--- src/plc_map.svh ---
`ifndef PLC_MAP_SVH
`define PLC_MAP_SVH

// ***********************************
// Register offsets, bus answers
// ***********************************
`define PLC_CAP_OFF 12'h00c
`define PLC_CTRL_OFF 12'h010
`define PLC_RESP_OKAY 2'h0
`define PLC_RESP_SLVERR 2'h2

// ***********************************
// Link control bit positions and reset value
// ***********************************
`define PLC_B_AWD 9
`define PLC_B_CPME 8
`define PLC_B_EXT_SYNCH 7
`define PLC_B_COMMON_CLK 6
`define PLC_B_RD_BOUND 3
`define PLC_B_ASPM_HI 1
`define PLC_B_ASPM_LO 0
`define PLC_CTRL_RST 7'h00

// ***********************************
// Capability positions that read zero
// ***********************************
`define PLC_CAP_Z_HI 21
`define PLC_CAP_Z_LO 19

`endif

--- src/plc_pkg.sv ---
package plc_pkg;

    // Link control fields handed to the link logic
    typedef struct packed {
        logic aw_dis;
        logic clk_pm_en;
        logic ext_synch;
        logic common_clk;
        logic rd_bound;
        logic [1:0] aspm;
    } plc_ctrl_t;

    typedef enum logic [1:0] {
        SEL_NONE = 2'b00,
        SEL_CAP = 2'b01,
        SEL_CTRL = 2'b10
    } plc_sel_t;

endpackage : plc_pkg

--- src/plc_regs.sv ---
// Implementation choice: the AXI4-Lite register port.
`timescale 1ns/10ps
`include "plc_map.svh"

module plc_regs #(
    parameter logic [7:0] PORT_NUM = 8'h00,
    parameter logic ASPM_OPT_COMPL = 1'b1,
    parameter logic CLK_PM_CAPABLE = 1'b0,
    parameter logic [2:0] L1_EXIT_LAT = 3'h0,
    parameter logic [2:0] L0S_EXIT_LAT = 3'h0,
    parameter logic [1:0] ASPM_SUPPORT = 2'h0,
    parameter logic [5:0] MAX_WIDTH = 6'h01,
    parameter logic [3:0] LINK_SPEEDS = 4'h1,
    parameter logic AUTO_WIDTH_IMPL = 1'b1
) (
    input wire logic aclk,
    input wire logic aresetn,
    input wire logic [11:0] s_axi_awaddr,
    input wire logic s_axi_awvalid,
    output logic s_axi_awready,
    input wire logic [31:0] s_axi_wdata,
    input wire logic [3:0] s_axi_wstrb,
    input wire logic s_axi_wvalid,
    output logic s_axi_wready,
    output logic [1:0] s_axi_bresp,
    output logic s_axi_bvalid,
    input wire logic s_axi_bready,
    input wire logic [11:0] s_axi_araddr,
    input wire logic s_axi_arvalid,
    output logic s_axi_arready,
    output logic [31:0] s_axi_rdata,
    output logic [1:0] s_axi_rresp,
    output logic s_axi_rvalid,
    input wire logic s_axi_rready,
    input wire logic pm_clk_release,
    input wire logic width_req,
    input wire logic width_reduce_fix,
    output logic width_grant,
    output logic clkreq_n,
    output plc_pkg::plc_ctrl_t link_ctrl
);
    import plc_pkg::*;

    // ***********************************
    // Address decode
    // ***********************************
    function automatic plc_sel_t plc_decode(input logic [11:0] addr);
        logic [11:0] wa;
        wa = {addr[11:2], 2'b00};
        if (wa == `PLC_CAP_OFF) begin
            plc_decode = SEL_CAP;
        end else if (wa == `PLC_CTRL_OFF) begin
            plc_decode = SEL_CTRL;
        end else begin
            plc_decode = SEL_NONE;
        end
    endfunction : plc_decode

    // ***********************************
    // State
    // ***********************************
    plc_ctrl_t ctrl_ff;
    plc_ctrl_t nxt_ctrl;
    logic awready_ff;
    logic wready_ff;
    logic aw_got_ff;
    logic w_got_ff;
    logic [11:0] awaddr_ff;
    logic [15:0] wdata_ff;
    logic [1:0] wstrb_ff;
    logic bvalid_ff;
    logic [1:0] bresp_ff;
    logic arready_ff;
    logic rvalid_ff;
    logic [31:0] rdata_ff;
    logic [1:0] rresp_ff;
    logic clkreq_n_ff;
    logic width_grant_ff;

    // ***********************************
    // Write channel control
    // ***********************************
    wire aw_take = s_axi_awvalid & awready_ff;
    wire w_take = s_axi_wvalid & wready_ff;
    wire wr_do = aw_got_ff & w_got_ff & ~bvalid_ff;
    wire nxt_aw_got = (aw_got_ff & ~wr_do) | aw_take;
    wire nxt_w_got = (w_got_ff & ~wr_do) | w_take;
    wire nxt_bvalid = wr_do | (bvalid_ff & ~s_axi_bready);
    wire nxt_awready = ~nxt_aw_got & ~nxt_bvalid;
    wire nxt_wready = ~nxt_w_got & ~nxt_bvalid;
    wire plc_sel_t wr_sel = plc_decode(awaddr_ff);
    wire wr_ctrl = wr_do & (wr_sel == SEL_CTRL);
    wire [1:0] nxt_bresp = (wr_sel == SEL_NONE) ? `PLC_RESP_SLVERR : `PLC_RESP_OKAY;

    // ***********************************
    // Read channel control
    // ***********************************
    wire ar_take = s_axi_arvalid & arready_ff;
    wire nxt_rvalid = ar_take | (rvalid_ff & ~s_axi_rready);
    wire nxt_arready = ~nxt_rvalid;
    wire plc_sel_t rd_sel = plc_decode(s_axi_araddr);

    // ***********************************
    // Register images
    // ***********************************
    wire [31:0] cap_word = {
        PORT_NUM,
        1'b0,
        ASPM_OPT_COMPL,
        3'b000,
        CLK_PM_CAPABLE,
        L1_EXIT_LAT,
        L0S_EXIT_LAT,
        ASPM_SUPPORT,
        MAX_WIDTH,
        LINK_SPEEDS
    };
    // Reserved control bits are wired zero, never stored
    wire [31:0] ctrl_word = {
        16'h0000,
        6'h00,
        ctrl_ff.aw_dis,
        ctrl_ff.clk_pm_en,
        ctrl_ff.ext_synch,
        ctrl_ff.common_clk,
        2'b00,
        ctrl_ff.rd_bound,
        1'b0,
        ctrl_ff.aspm
    };
    wire [31:0] nxt_rdata = (rd_sel == SEL_CAP) ? cap_word :
                            (rd_sel == SEL_CTRL) ? ctrl_word : 32'h0000_0000;
    wire [1:0] nxt_rresp = (rd_sel == SEL_NONE) ? `PLC_RESP_SLVERR : `PLC_RESP_OKAY;

    // ***********************************
    // Link control update
    // ***********************************
    // Only writable fields are taken; capability writes and reserved
    // bits fall away here, with per-byte strobes honoured
    wire wr_lo = wr_ctrl & wstrb_ff[0];
    wire wr_hi = wr_ctrl & wstrb_ff[1];
    // Width disable stays zero when autonomous width change is absent
    assign nxt_ctrl.aw_dis = AUTO_WIDTH_IMPL &
        (wr_hi ? wdata_ff[`PLC_B_AWD] : ctrl_ff.aw_dis);
    assign nxt_ctrl.clk_pm_en = wr_hi ? wdata_ff[`PLC_B_CPME] : ctrl_ff.clk_pm_en;
    assign nxt_ctrl.ext_synch = wr_lo ? wdata_ff[`PLC_B_EXT_SYNCH] : ctrl_ff.ext_synch;
    assign nxt_ctrl.common_clk = wr_lo ? wdata_ff[`PLC_B_COMMON_CLK] : ctrl_ff.common_clk;
    assign nxt_ctrl.rd_bound = wr_lo ? wdata_ff[`PLC_B_RD_BOUND] : ctrl_ff.rd_bound;
    assign nxt_ctrl.aspm = wr_lo ?
        wdata_ff[`PLC_B_ASPM_HI:`PLC_B_ASPM_LO] : ctrl_ff.aspm;

    // ***********************************
    // Link-side decisions
    // ***********************************
    // Clock may only be released when enabled and the part tolerates it
    wire nxt_clkreq_n = ctrl_ff.clk_pm_en & CLK_PM_CAPABLE & pm_clk_release;
    // Width changes pass unless disabled and not a reliability reduction
    wire nxt_width_grant = width_req & (~ctrl_ff.aw_dis | width_reduce_fix);

    // ***********************************
    // Flip-flops
    // ***********************************
    always_ff @(posedge aclk) begin
        if (!aresetn) begin
            awready_ff <= 1'b0;
            wready_ff <= 1'b0;
            aw_got_ff <= 1'b0;
            w_got_ff <= 1'b0;
            bvalid_ff <= 1'b0;
            arready_ff <= 1'b0;
            rvalid_ff <= 1'b0;
        end else begin
            awready_ff <= nxt_awready;
            wready_ff <= nxt_wready;
            aw_got_ff <= nxt_aw_got;
            w_got_ff <= nxt_w_got;
            bvalid_ff <= nxt_bvalid;
            arready_ff <= nxt_arready;
            rvalid_ff <= nxt_rvalid;
        end
    end

    always_ff @(posedge aclk) begin
        if (!aresetn) begin
            awaddr_ff <= 12'h000;
            wdata_ff <= 16'h0000;
            wstrb_ff <= 2'h0;
        end else begin
            if (aw_take) begin
                awaddr_ff <= s_axi_awaddr;
            end
            if (w_take) begin
                wdata_ff <= s_axi_wdata[15:0];
                wstrb_ff <= s_axi_wstrb[1:0];
            end
        end
    end

    always_ff @(posedge aclk) begin
        if (!aresetn) begin
            bresp_ff <= `PLC_RESP_OKAY;
            rdata_ff <= 32'h0000_0000;
            rresp_ff <= `PLC_RESP_OKAY;
        end else begin
            if (wr_do) begin
                bresp_ff <= nxt_bresp;
            end
            if (ar_take) begin
                rdata_ff <= nxt_rdata;
                rresp_ff <= nxt_rresp;
            end
        end
    end

    always_ff @(posedge aclk) begin
        if (!aresetn) begin
            ctrl_ff <= `PLC_CTRL_RST;
            clkreq_n_ff <= 1'b0;
            width_grant_ff <= 1'b0;
        end else begin
            ctrl_ff <= nxt_ctrl;
            clkreq_n_ff <= nxt_clkreq_n;
            width_grant_ff <= nxt_width_grant;
        end
    end

    // ***********************************
    // Outputs
    // ***********************************
    assign s_axi_awready = awready_ff;
    assign s_axi_wready = wready_ff;
    assign s_axi_bvalid = bvalid_ff;
    assign s_axi_bresp = bresp_ff;
    assign s_axi_arready = arready_ff;
    assign s_axi_rvalid = rvalid_ff;
    assign s_axi_rdata = rdata_ff;
    assign s_axi_rresp = rresp_ff;
    assign clkreq_n = clkreq_n_ff;
    assign width_grant = width_grant_ff;
    // Extended synch and common clock go to the transmitter as is
    assign link_ctrl = ctrl_ff;

    // ***********************************
    // Assertions
    // ***********************************
    a_clkreq_low: assert property (@(posedge aclk) disable iff (!aresetn)
        !ctrl_ff.clk_pm_en |=> !clkreq_n_ff)
        else $error("clock request released while disabled");

    a_clkreq_use: assert property (@(posedge aclk) disable iff (!aresetn)
        (ctrl_ff.clk_pm_en && CLK_PM_CAPABLE && pm_clk_release) |=> clkreq_n_ff)
        else $error("clock request not released when permitted");

    a_cpm_never: assert property (@(posedge aclk) disable iff (!aresetn)
        clkreq_n_ff |-> CLK_PM_CAPABLE && $past(ctrl_ff.clk_pm_en) && $past(pm_clk_release))
        else $error("clock released by a part that cannot tolerate it");

    a_width_guard: assert property (@(posedge aclk) disable iff (!aresetn)
        (width_req && ctrl_ff.aw_dis && !width_reduce_fix) |=> !width_grant_ff)
        else $error("width change granted while disabled");

    a_width_zero: assert property (@(posedge aclk) disable iff (!aresetn)
        ctrl_ff.aw_dis |-> AUTO_WIDTH_IMPL)
        else $error("width disable set without autonomous width");

    a_cap_read: assert property (@(posedge aclk) disable iff (!aresetn)
        (ar_take && rd_sel == SEL_CAP) |=>
            rvalid_ff && s_axi_rdata == cap_word &&
            s_axi_rdata[`PLC_CAP_Z_HI:`PLC_CAP_Z_LO] == 3'b000)
        else $error("capability read returned wrong word");

    a_ctrl_resv: assert property (@(posedge aclk) disable iff (!aresetn)
        (ar_take && rd_sel == SEL_CTRL) |=>
            s_axi_rdata[31:10] == 22'h000000 && s_axi_rdata[5:4] == 2'b00 &&
            !s_axi_rdata[2])
        else $error("reserved control bits read nonzero");

    a_ro_write: assert property (@(posedge aclk) disable iff (!aresetn)
        (wr_do && wr_sel != SEL_CTRL) |=> $stable(ctrl_ff))
        else $error("write outside link control changed it");

    a_ctrl_write: assert property (@(posedge aclk) disable iff (!aresetn)
        (wr_ctrl && wstrb_ff[0]) |=>
            ctrl_ff.aspm == $past(wdata_ff[1:0]) &&
            ctrl_ff.rd_bound == $past(wdata_ff[3]) &&
            link_ctrl.common_clk == $past(wdata_ff[6]) &&
            link_ctrl.ext_synch == $past(wdata_ff[7]))
        else $error("link control low byte not written");

    a_bresp_hold: assert property (@(posedge aclk) disable iff (!aresetn)
        (bvalid_ff && !s_axi_bready) |=> bvalid_ff && $stable(bresp_ff))
        else $error("write response dropped before taken");

    a_write_resp: assert property (@(posedge aclk) disable iff (!aresetn)
        (aw_got_ff && w_got_ff && !bvalid_ff) |=> bvalid_ff)
        else $error("write response late");

    // ***********************************
    // Bus, field and width grant assertions
    // ***********************************
    a_bus_reopen: assert property (@(posedge aclk) disable iff (!aresetn)
        (bvalid_ff && s_axi_bready) |=> !bvalid_ff && awready_ff && wready_ff)
        else $error("write channels not reopened");

    a_aw_closed: assert property (@(posedge aclk) disable iff (!aresetn)
        bvalid_ff |-> !awready_ff && !wready_ff)
        else $error("write channels open during response");

    a_wr_error: assert property (@(posedge aclk) disable iff (!aresetn)
        (wr_do && wr_sel == SEL_NONE) |=> bvalid_ff && bresp_ff == `PLC_RESP_SLVERR)
        else $error("unmapped write not refused");

    a_wr_okay: assert property (@(posedge aclk) disable iff (!aresetn)
        (wr_do && wr_sel != SEL_NONE) |=> bresp_ff == `PLC_RESP_OKAY)
        else $error("mapped write refused");

    a_read_answer: assert property (@(posedge aclk) disable iff (!aresetn)
        ar_take |=> rvalid_ff && !arready_ff)
        else $error("read answer late");

    a_read_reopen: assert property (@(posedge aclk) disable iff (!aresetn)
        (rvalid_ff && s_axi_rready) |=> !rvalid_ff && arready_ff)
        else $error("read channel not reopened");

    a_rd_error: assert property (@(posedge aclk) disable iff (!aresetn)
        (ar_take && rd_sel == SEL_NONE) |=>
            rresp_ff == `PLC_RESP_SLVERR && rdata_ff == 32'h0000_0000)
        else $error("unmapped read not refused");

    a_cap_port: assert property (@(posedge aclk) disable iff (!aresetn)
        (ar_take && rd_sel == SEL_CAP) |=>
            rdata_ff[31:24] == PORT_NUM && !rdata_ff[23])
        else $error("port number field wrong");

    a_cap_flags: assert property (@(posedge aclk) disable iff (!aresetn)
        (ar_take && rd_sel == SEL_CAP) |=>
            rdata_ff[22] == ASPM_OPT_COMPL && rdata_ff[18] == CLK_PM_CAPABLE)
        else $error("capability flags wrong");

    a_cap_latency: assert property (@(posedge aclk) disable iff (!aresetn)
        (ar_take && rd_sel == SEL_CAP) |=>
            rdata_ff[17:15] == L1_EXIT_LAT && rdata_ff[14:12] == L0S_EXIT_LAT)
        else $error("exit latency fields wrong");

    a_cap_link: assert property (@(posedge aclk) disable iff (!aresetn)
        (ar_take && rd_sel == SEL_CAP) |=>
            rdata_ff[11:10] == ASPM_SUPPORT && rdata_ff[9:4] == MAX_WIDTH &&
            rdata_ff[3:0] == LINK_SPEEDS)
        else $error("link capability fields wrong");

    a_ctrl_high: assert property (@(posedge aclk) disable iff (!aresetn)
        (wr_ctrl && wstrb_ff[1]) |=>
            ctrl_ff.clk_pm_en == $past(wdata_ff[`PLC_B_CPME]) &&
            ctrl_ff.aw_dis == (AUTO_WIDTH_IMPL && $past(wdata_ff[`PLC_B_AWD])))
        else $error("link control high byte not written");

    a_low_keep: assert property (@(posedge aclk) disable iff (!aresetn)
        (wr_ctrl && !wstrb_ff[0]) |=>
            $stable(ctrl_ff.aspm) && $stable(ctrl_ff.rd_bound) &&
            $stable(ctrl_ff.ext_synch) && $stable(ctrl_ff.common_clk))
        else $error("masked low byte changed");

    a_high_keep: assert property (@(posedge aclk) disable iff (!aresetn)
        (wr_ctrl && !wstrb_ff[1]) |=>
            $stable(ctrl_ff.aw_dis) && $stable(ctrl_ff.clk_pm_en))
        else $error("masked high byte changed");

    a_ctrl_quiet: assert property (@(posedge aclk) disable iff (!aresetn)
        !wr_ctrl |=> $stable(ctrl_ff))
        else $error("link control changed without a write");

    a_width_pass: assert property (@(posedge aclk) disable iff (!aresetn)
        (width_req && (!ctrl_ff.aw_dis || width_reduce_fix)) |=> width_grant_ff)
        else $error("permitted width change not granted");

    a_width_idle: assert property (@(posedge aclk) disable iff (!aresetn)
        !width_req |=> !width_grant_ff)
        else $error("width granted without request");

endmodule : plc_regs

--- config.mk ---
export PLATFORM = sky130hd
export DESIGN_NAME = plc_regs
export DESIGN_NICKNAME = d
export VERILOG_FILES = /design/src/plc_pkg.sv /design/src/plc_regs.sv
export VERILOG_INCLUDE_DIRS = /design/src
export SDC_FILE = /design/constraint.sdc
export NUM_CORES = 1
export LEC_CHECK = 0
export BUFFER_PORTS_ARGS = -buffer_cell sky130_fd_sc_hd__buf_4
export CAP_MARGIN = 20
export CELL_PAD_IN_SITES_DETAIL_PLACEMENT = 1
export CELL_PAD_IN_SITES_GLOBAL_PLACEMENT = 2
export CORE_ASPECT_RATIO = 1.2
export CORE_MARGIN = 2
export CORE_UTILIZATION = 22
export CTS_CLUSTER_DIAMETER = 60
export DETAILED_ROUTE_END_ITERATION = 10
export PLACE_DENSITY = 0.84
export RECOVER_POWER = 25
export REMOVE_ABC_BUFFERS = 1
export SKIP_LAST_GASP = 1
export SLEW_MARGIN = 10
export SYNTH_ARGS = -nofsm -noshare
export SYNTH_HDL_FRONTEND = slang
export SYNTH_SLANG_ARGS = --single-unit
--- constraint.sdc ---
create_clock -name aclk -period 2.2 [get_ports aclk]
set_clock_uncertainty 0.2 [all_clocks]
set_input_delay 0.44 -clock aclk [delete_from_list [all_inputs] [get_ports aclk]]
set_output_delay 0.44 -clock aclk [all_outputs]
set_load 0.05 [all_outputs]
==> Implementation_results.wiki <==
{| class="wikitable"
! Metric !! Value
|-
| Status || finished, final reports clean
|-
| Max-Slew Margin vs Limit || 43.9%
|-
| Yosys reg bits || 44
|-
| Clock latency of the later-clocked register in the worst-skew pair || 0.29 ns
|-
| Post-synth design cell area || 1870 sq um
|-
| Reg2reg setup slack || 0.37 ns
|-
| Via/cell ratio || 3.94
|-
| Effective utilization at floorplan || 22.8%
|-
| Crit. End Element || flop
|-
| Number of routed nets with antenna violations || 0
|-
| Number of buffers inserted by post-CTS setup repair || 0
|-
| Crit Reg-Reg Endpoint || link_ctrl[5]
|-
| Post-synthesis area per instance || 8.48 sq um
|-
| Clock slew at the register clock pins of the worst setup and hold paths || 0.09 ns
|-
| Initial antenna violation count || 0
|-
| Final critical-path setup slack || 0.373 ns
|-
| TritonCTS buffer count || 5
|-
| Crit path from || awaddr_ff[8]
|-
| Detailed-route via count || 1,557
|-
| Final-layout setup total negative slack || 0 ns
|-
| Average wire per cell in the routed design || 11.3 um
|-
| VDD IR-drop max || 223 uV
|-
| Total count of max-transition violations in the final report || 0
|-
| Storage cell area || 881 sq um
|-
| Pwr/cell area || 672 nW/um^2
|-
| Core outline area || 8200 sq um
|-
| Data arrival time at the worst-slack endpoint || 1.85 ns
|-
| Clock tree from TritonCTS || done
|-
| Area growth syn-to-layout || 29.1%
|-
| DRC || 0
|-
| First DRT Iteration DRCs || 23
|-
| Post-placement cell area || 2330 sq um
|-
| Overall global routing resource usage || 9.78%
|-
| WP data required || 2.22 ns
|-
| Slew at the pin closest to its max-slew limit || 0.841 ns
|-
| Largest net degree at the start of global routing || 26
|-
| Overall die area || 9240 sq um
|-
| Static Leak || 0.000981 uW
|-
| Final total power || 1620 uW
|-
| Min Tclk post-route || 1.83 ns
|-
| Most frequent cells in the layout || sky130_fd_sc_hd__nand2_1, sky130_fd_sc_hd__buf_4, sky130_fd_sc_hd__dfxtp_1
|-
| Global-route wire length before repair || 7130 um
|-
| Number of rows created at floorplan || 36
|-
| Number of flops mapped to enable cells by yosys || 0
|-
| Setup Viol. Count Final || 0
|-
| R2r startpoint || awaddr_ff[8]
|-
| Type of origin of the critical path || flop
|-
| Dominant synthesized flop cell || sky130_fd_sc_hd__dfxtp_1
|-
| Clock sink count || 44
|-
| Root buffer cell || sky130_fd_sc_hd__clkbuf_8
|-
| Drt total wl || 4460 um
|-
| Post-Synthesis Cells || 220
|-
| Sequential cell area fraction in the yosys report || 47.2%
|-
| Longest Clk Path Bufs || 2
|-
| Post-route cell area || 2410 sq um
|-
| Most common library cell in the layout ignoring fill and taps || sky130_fd_sc_hd__nand2_1
|-
| Termination of the worst setup path || link_ctrl[5]
|-
| Number of buffer cells added on primary ports || 61
|-
| Multi-input gate area in the final layout || 816 sq um
|-
| FILL cells || 1,002
|-
| Number of warnings reported in the yosys synthesis log || 0
|-
| Width of the die || 88.1 um
|-
| RSZ-0062 raised after global routing || no
|-
| Final RePlAce weighted congestion || 0.679
|-
| Reg2Reg Depth || 3
|-
| Final Net Count || 351
|-
| Fraction of synthesis flops using an asynchronous set or reset pin || 0%
|-
| Maximum fanout count along the critical path || 3
|-
| Aggregate global routing overflow || 0
|-
| # diodes || 0
|-
| Share of the clock period used by the worst path || 83.0%
|-
| DR pass1 iterations || 4
|-
| Netlist cell types || 33
|-
| Cells resized by post-CTS repair || 0
|-
| Fmax || 547 MHz
|-
| Number of primary I/O pins || 120
|-
| Layout cells sized above 1 || 26.7%
|-
| CTS H-tree lvls || 2
|-
| Final hold violation count || 0
|-
| Number of global-route vias before repair || 1,531
|-
| Maxcap violations || 0
|-
| Die height || 105 um
|-
| Pre-CTS worst setup slack || 0.363 ns
|-
| Worst min-delay path class || primary input to flop
|-
| Detailed placer's ending HPWL || 3400 um
|-
| Type of the setup path with the least slack || flop to flop
|-
| Hold-fix buffers, CTS || 0
|}
-- final cells by class --
type	instances	area share, %
Timing Repair Buffer	63	19.5
Inverter	5	0.779
Sequential cell	44	36.6
Clock inverter	2	0.519
Clock buffer	5	2.86
Multi-Input combinational cell	162	33.9
Tap cell	114	5.92
-- per-layer routing --
| metal | up-vias | wire length [um] | global-route usage [%] |
|---|---|---|---|
| li1 | 794 | - | - |
| met1 | 693 | 1910 | 10.7 |
| met2 | 65 | 2140 | 17.7 |
| met3 | 5 | 383 | 2.92 |
| met4 | 0 | 36 | 2.92 |
| met5 | - | 0 | 0 |
-- cells in the mapped netlist (2+ instances only) --
| library cell | number | share of area (%) |
|---|---|---|
| sky130_fd_sc_hd__o21ai_0 | 9 | 2.4 |
| sky130_fd_sc_hd__dfxtp_1 | 44 | 47 |
| sky130_fd_sc_hd__clkbuf_1 | 5 | 1.0 |
| sky130_fd_sc_hd__nand2_1 | 65 | 13 |
| sky130_fd_sc_hd__inv_1 | 4 | 0.80 |
| sky130_fd_sc_hd__buf_6 | 2 | 1.2 |
| sky130_fd_sc_hd__or4bb_1 | 2 | 1.2 |
| sky130_fd_sc_hd__nand3b_1 | 2 | 0.80 |
| sky130_fd_sc_hd__mux2i_1 | 7 | 3.8 |
| sky130_fd_sc_hd__nor3_1 | 4 | 1.1 |
| sky130_fd_sc_hd__buf_4 | 27 | 11 |
| sky130_fd_sc_hd__a21oi_1 | 25 | 6.7 |
| sky130_fd_sc_hd__and2_1 | 3 | 1.0 |
| sky130_fd_sc_hd__nor2_1 | 2 | 0.40 |
-- worst min-delay path by stage --
stage / startpoint / endpoint / slack (ns) / cells after the start
2_1_floorplan: awaddr_ff[7] / awaddr_ff[7] / 0.23 / 2
3_3_place_gp: s_axi_rdata[8] / s_axi_rdata[8] / 0.24 / 2
3_5_place_dp: awaddr_ff[7] / awaddr_ff[7] / 0.25 / 2
4_1_cts: width_req / width_grant / 0.16 / 3
5_1_grt: width_req / width_grant / 0.17 / 3
6_report: width_req / width_grant / 0.18 / 3
-- cell families after synthesis --
group | share of synthesized area (%)
AOI/OAI and AO/OA | 11.4
buffers and inverters | 14.1
DFF | 47.2
muxes | 3.76
other | 0.201
and+or+nand+nor | 23.3
-- registers in the layout (all words and copies together), names as in the netlist --
register and cells:
s_axi_bresp 1, width_grant 1, s_axi_awready 1, s_axi_bvalid 1, s_axi_rdata 8, s_axi_wready 1, aw_got_ff 1, wdata_ff 7
link_ctrl 7, s_axi_rresp 1, w_got_ff 1, s_axi_arready 1, awaddr_ff 10, s_axi_rvalid 1, wstrb_ff 2
-- per-stage QoR --
stage / util, % / hold slack, ns / std cells
5_1_grt: 29.4 / 0.166 / 395
4_1_cts: 29.4 / 0.162 / 395
3_5_place_dp: 28.4 / 0.249 / 388
2_1_floorplan: - / 0.231 / 211
6_report: 29.4 / 0.175 / 395
3_3_place_gp: 28.4 / 0.240 / 388
-- where the power goes --
group / switching [uW] / leakage [uW] / internal [uW]
logic: 205 / 0.000583 / 83.9
registers: 17.5 / 0.000358 / 825
clock network: 272 / 0.0000400 / 215
-- worst max-delay path, stage by stage (launching register included) --
cell and delay (ns):
sky130_fd_sc_hd__dfxtp_1 0.32, sky130_fd_sc_hd__or4_4 0.57, sky130_fd_sc_hd__nor4_2 0.44, sky130_fd_sc_hd__mux2i_1 0.22
(Power assumes the default switching activity.)
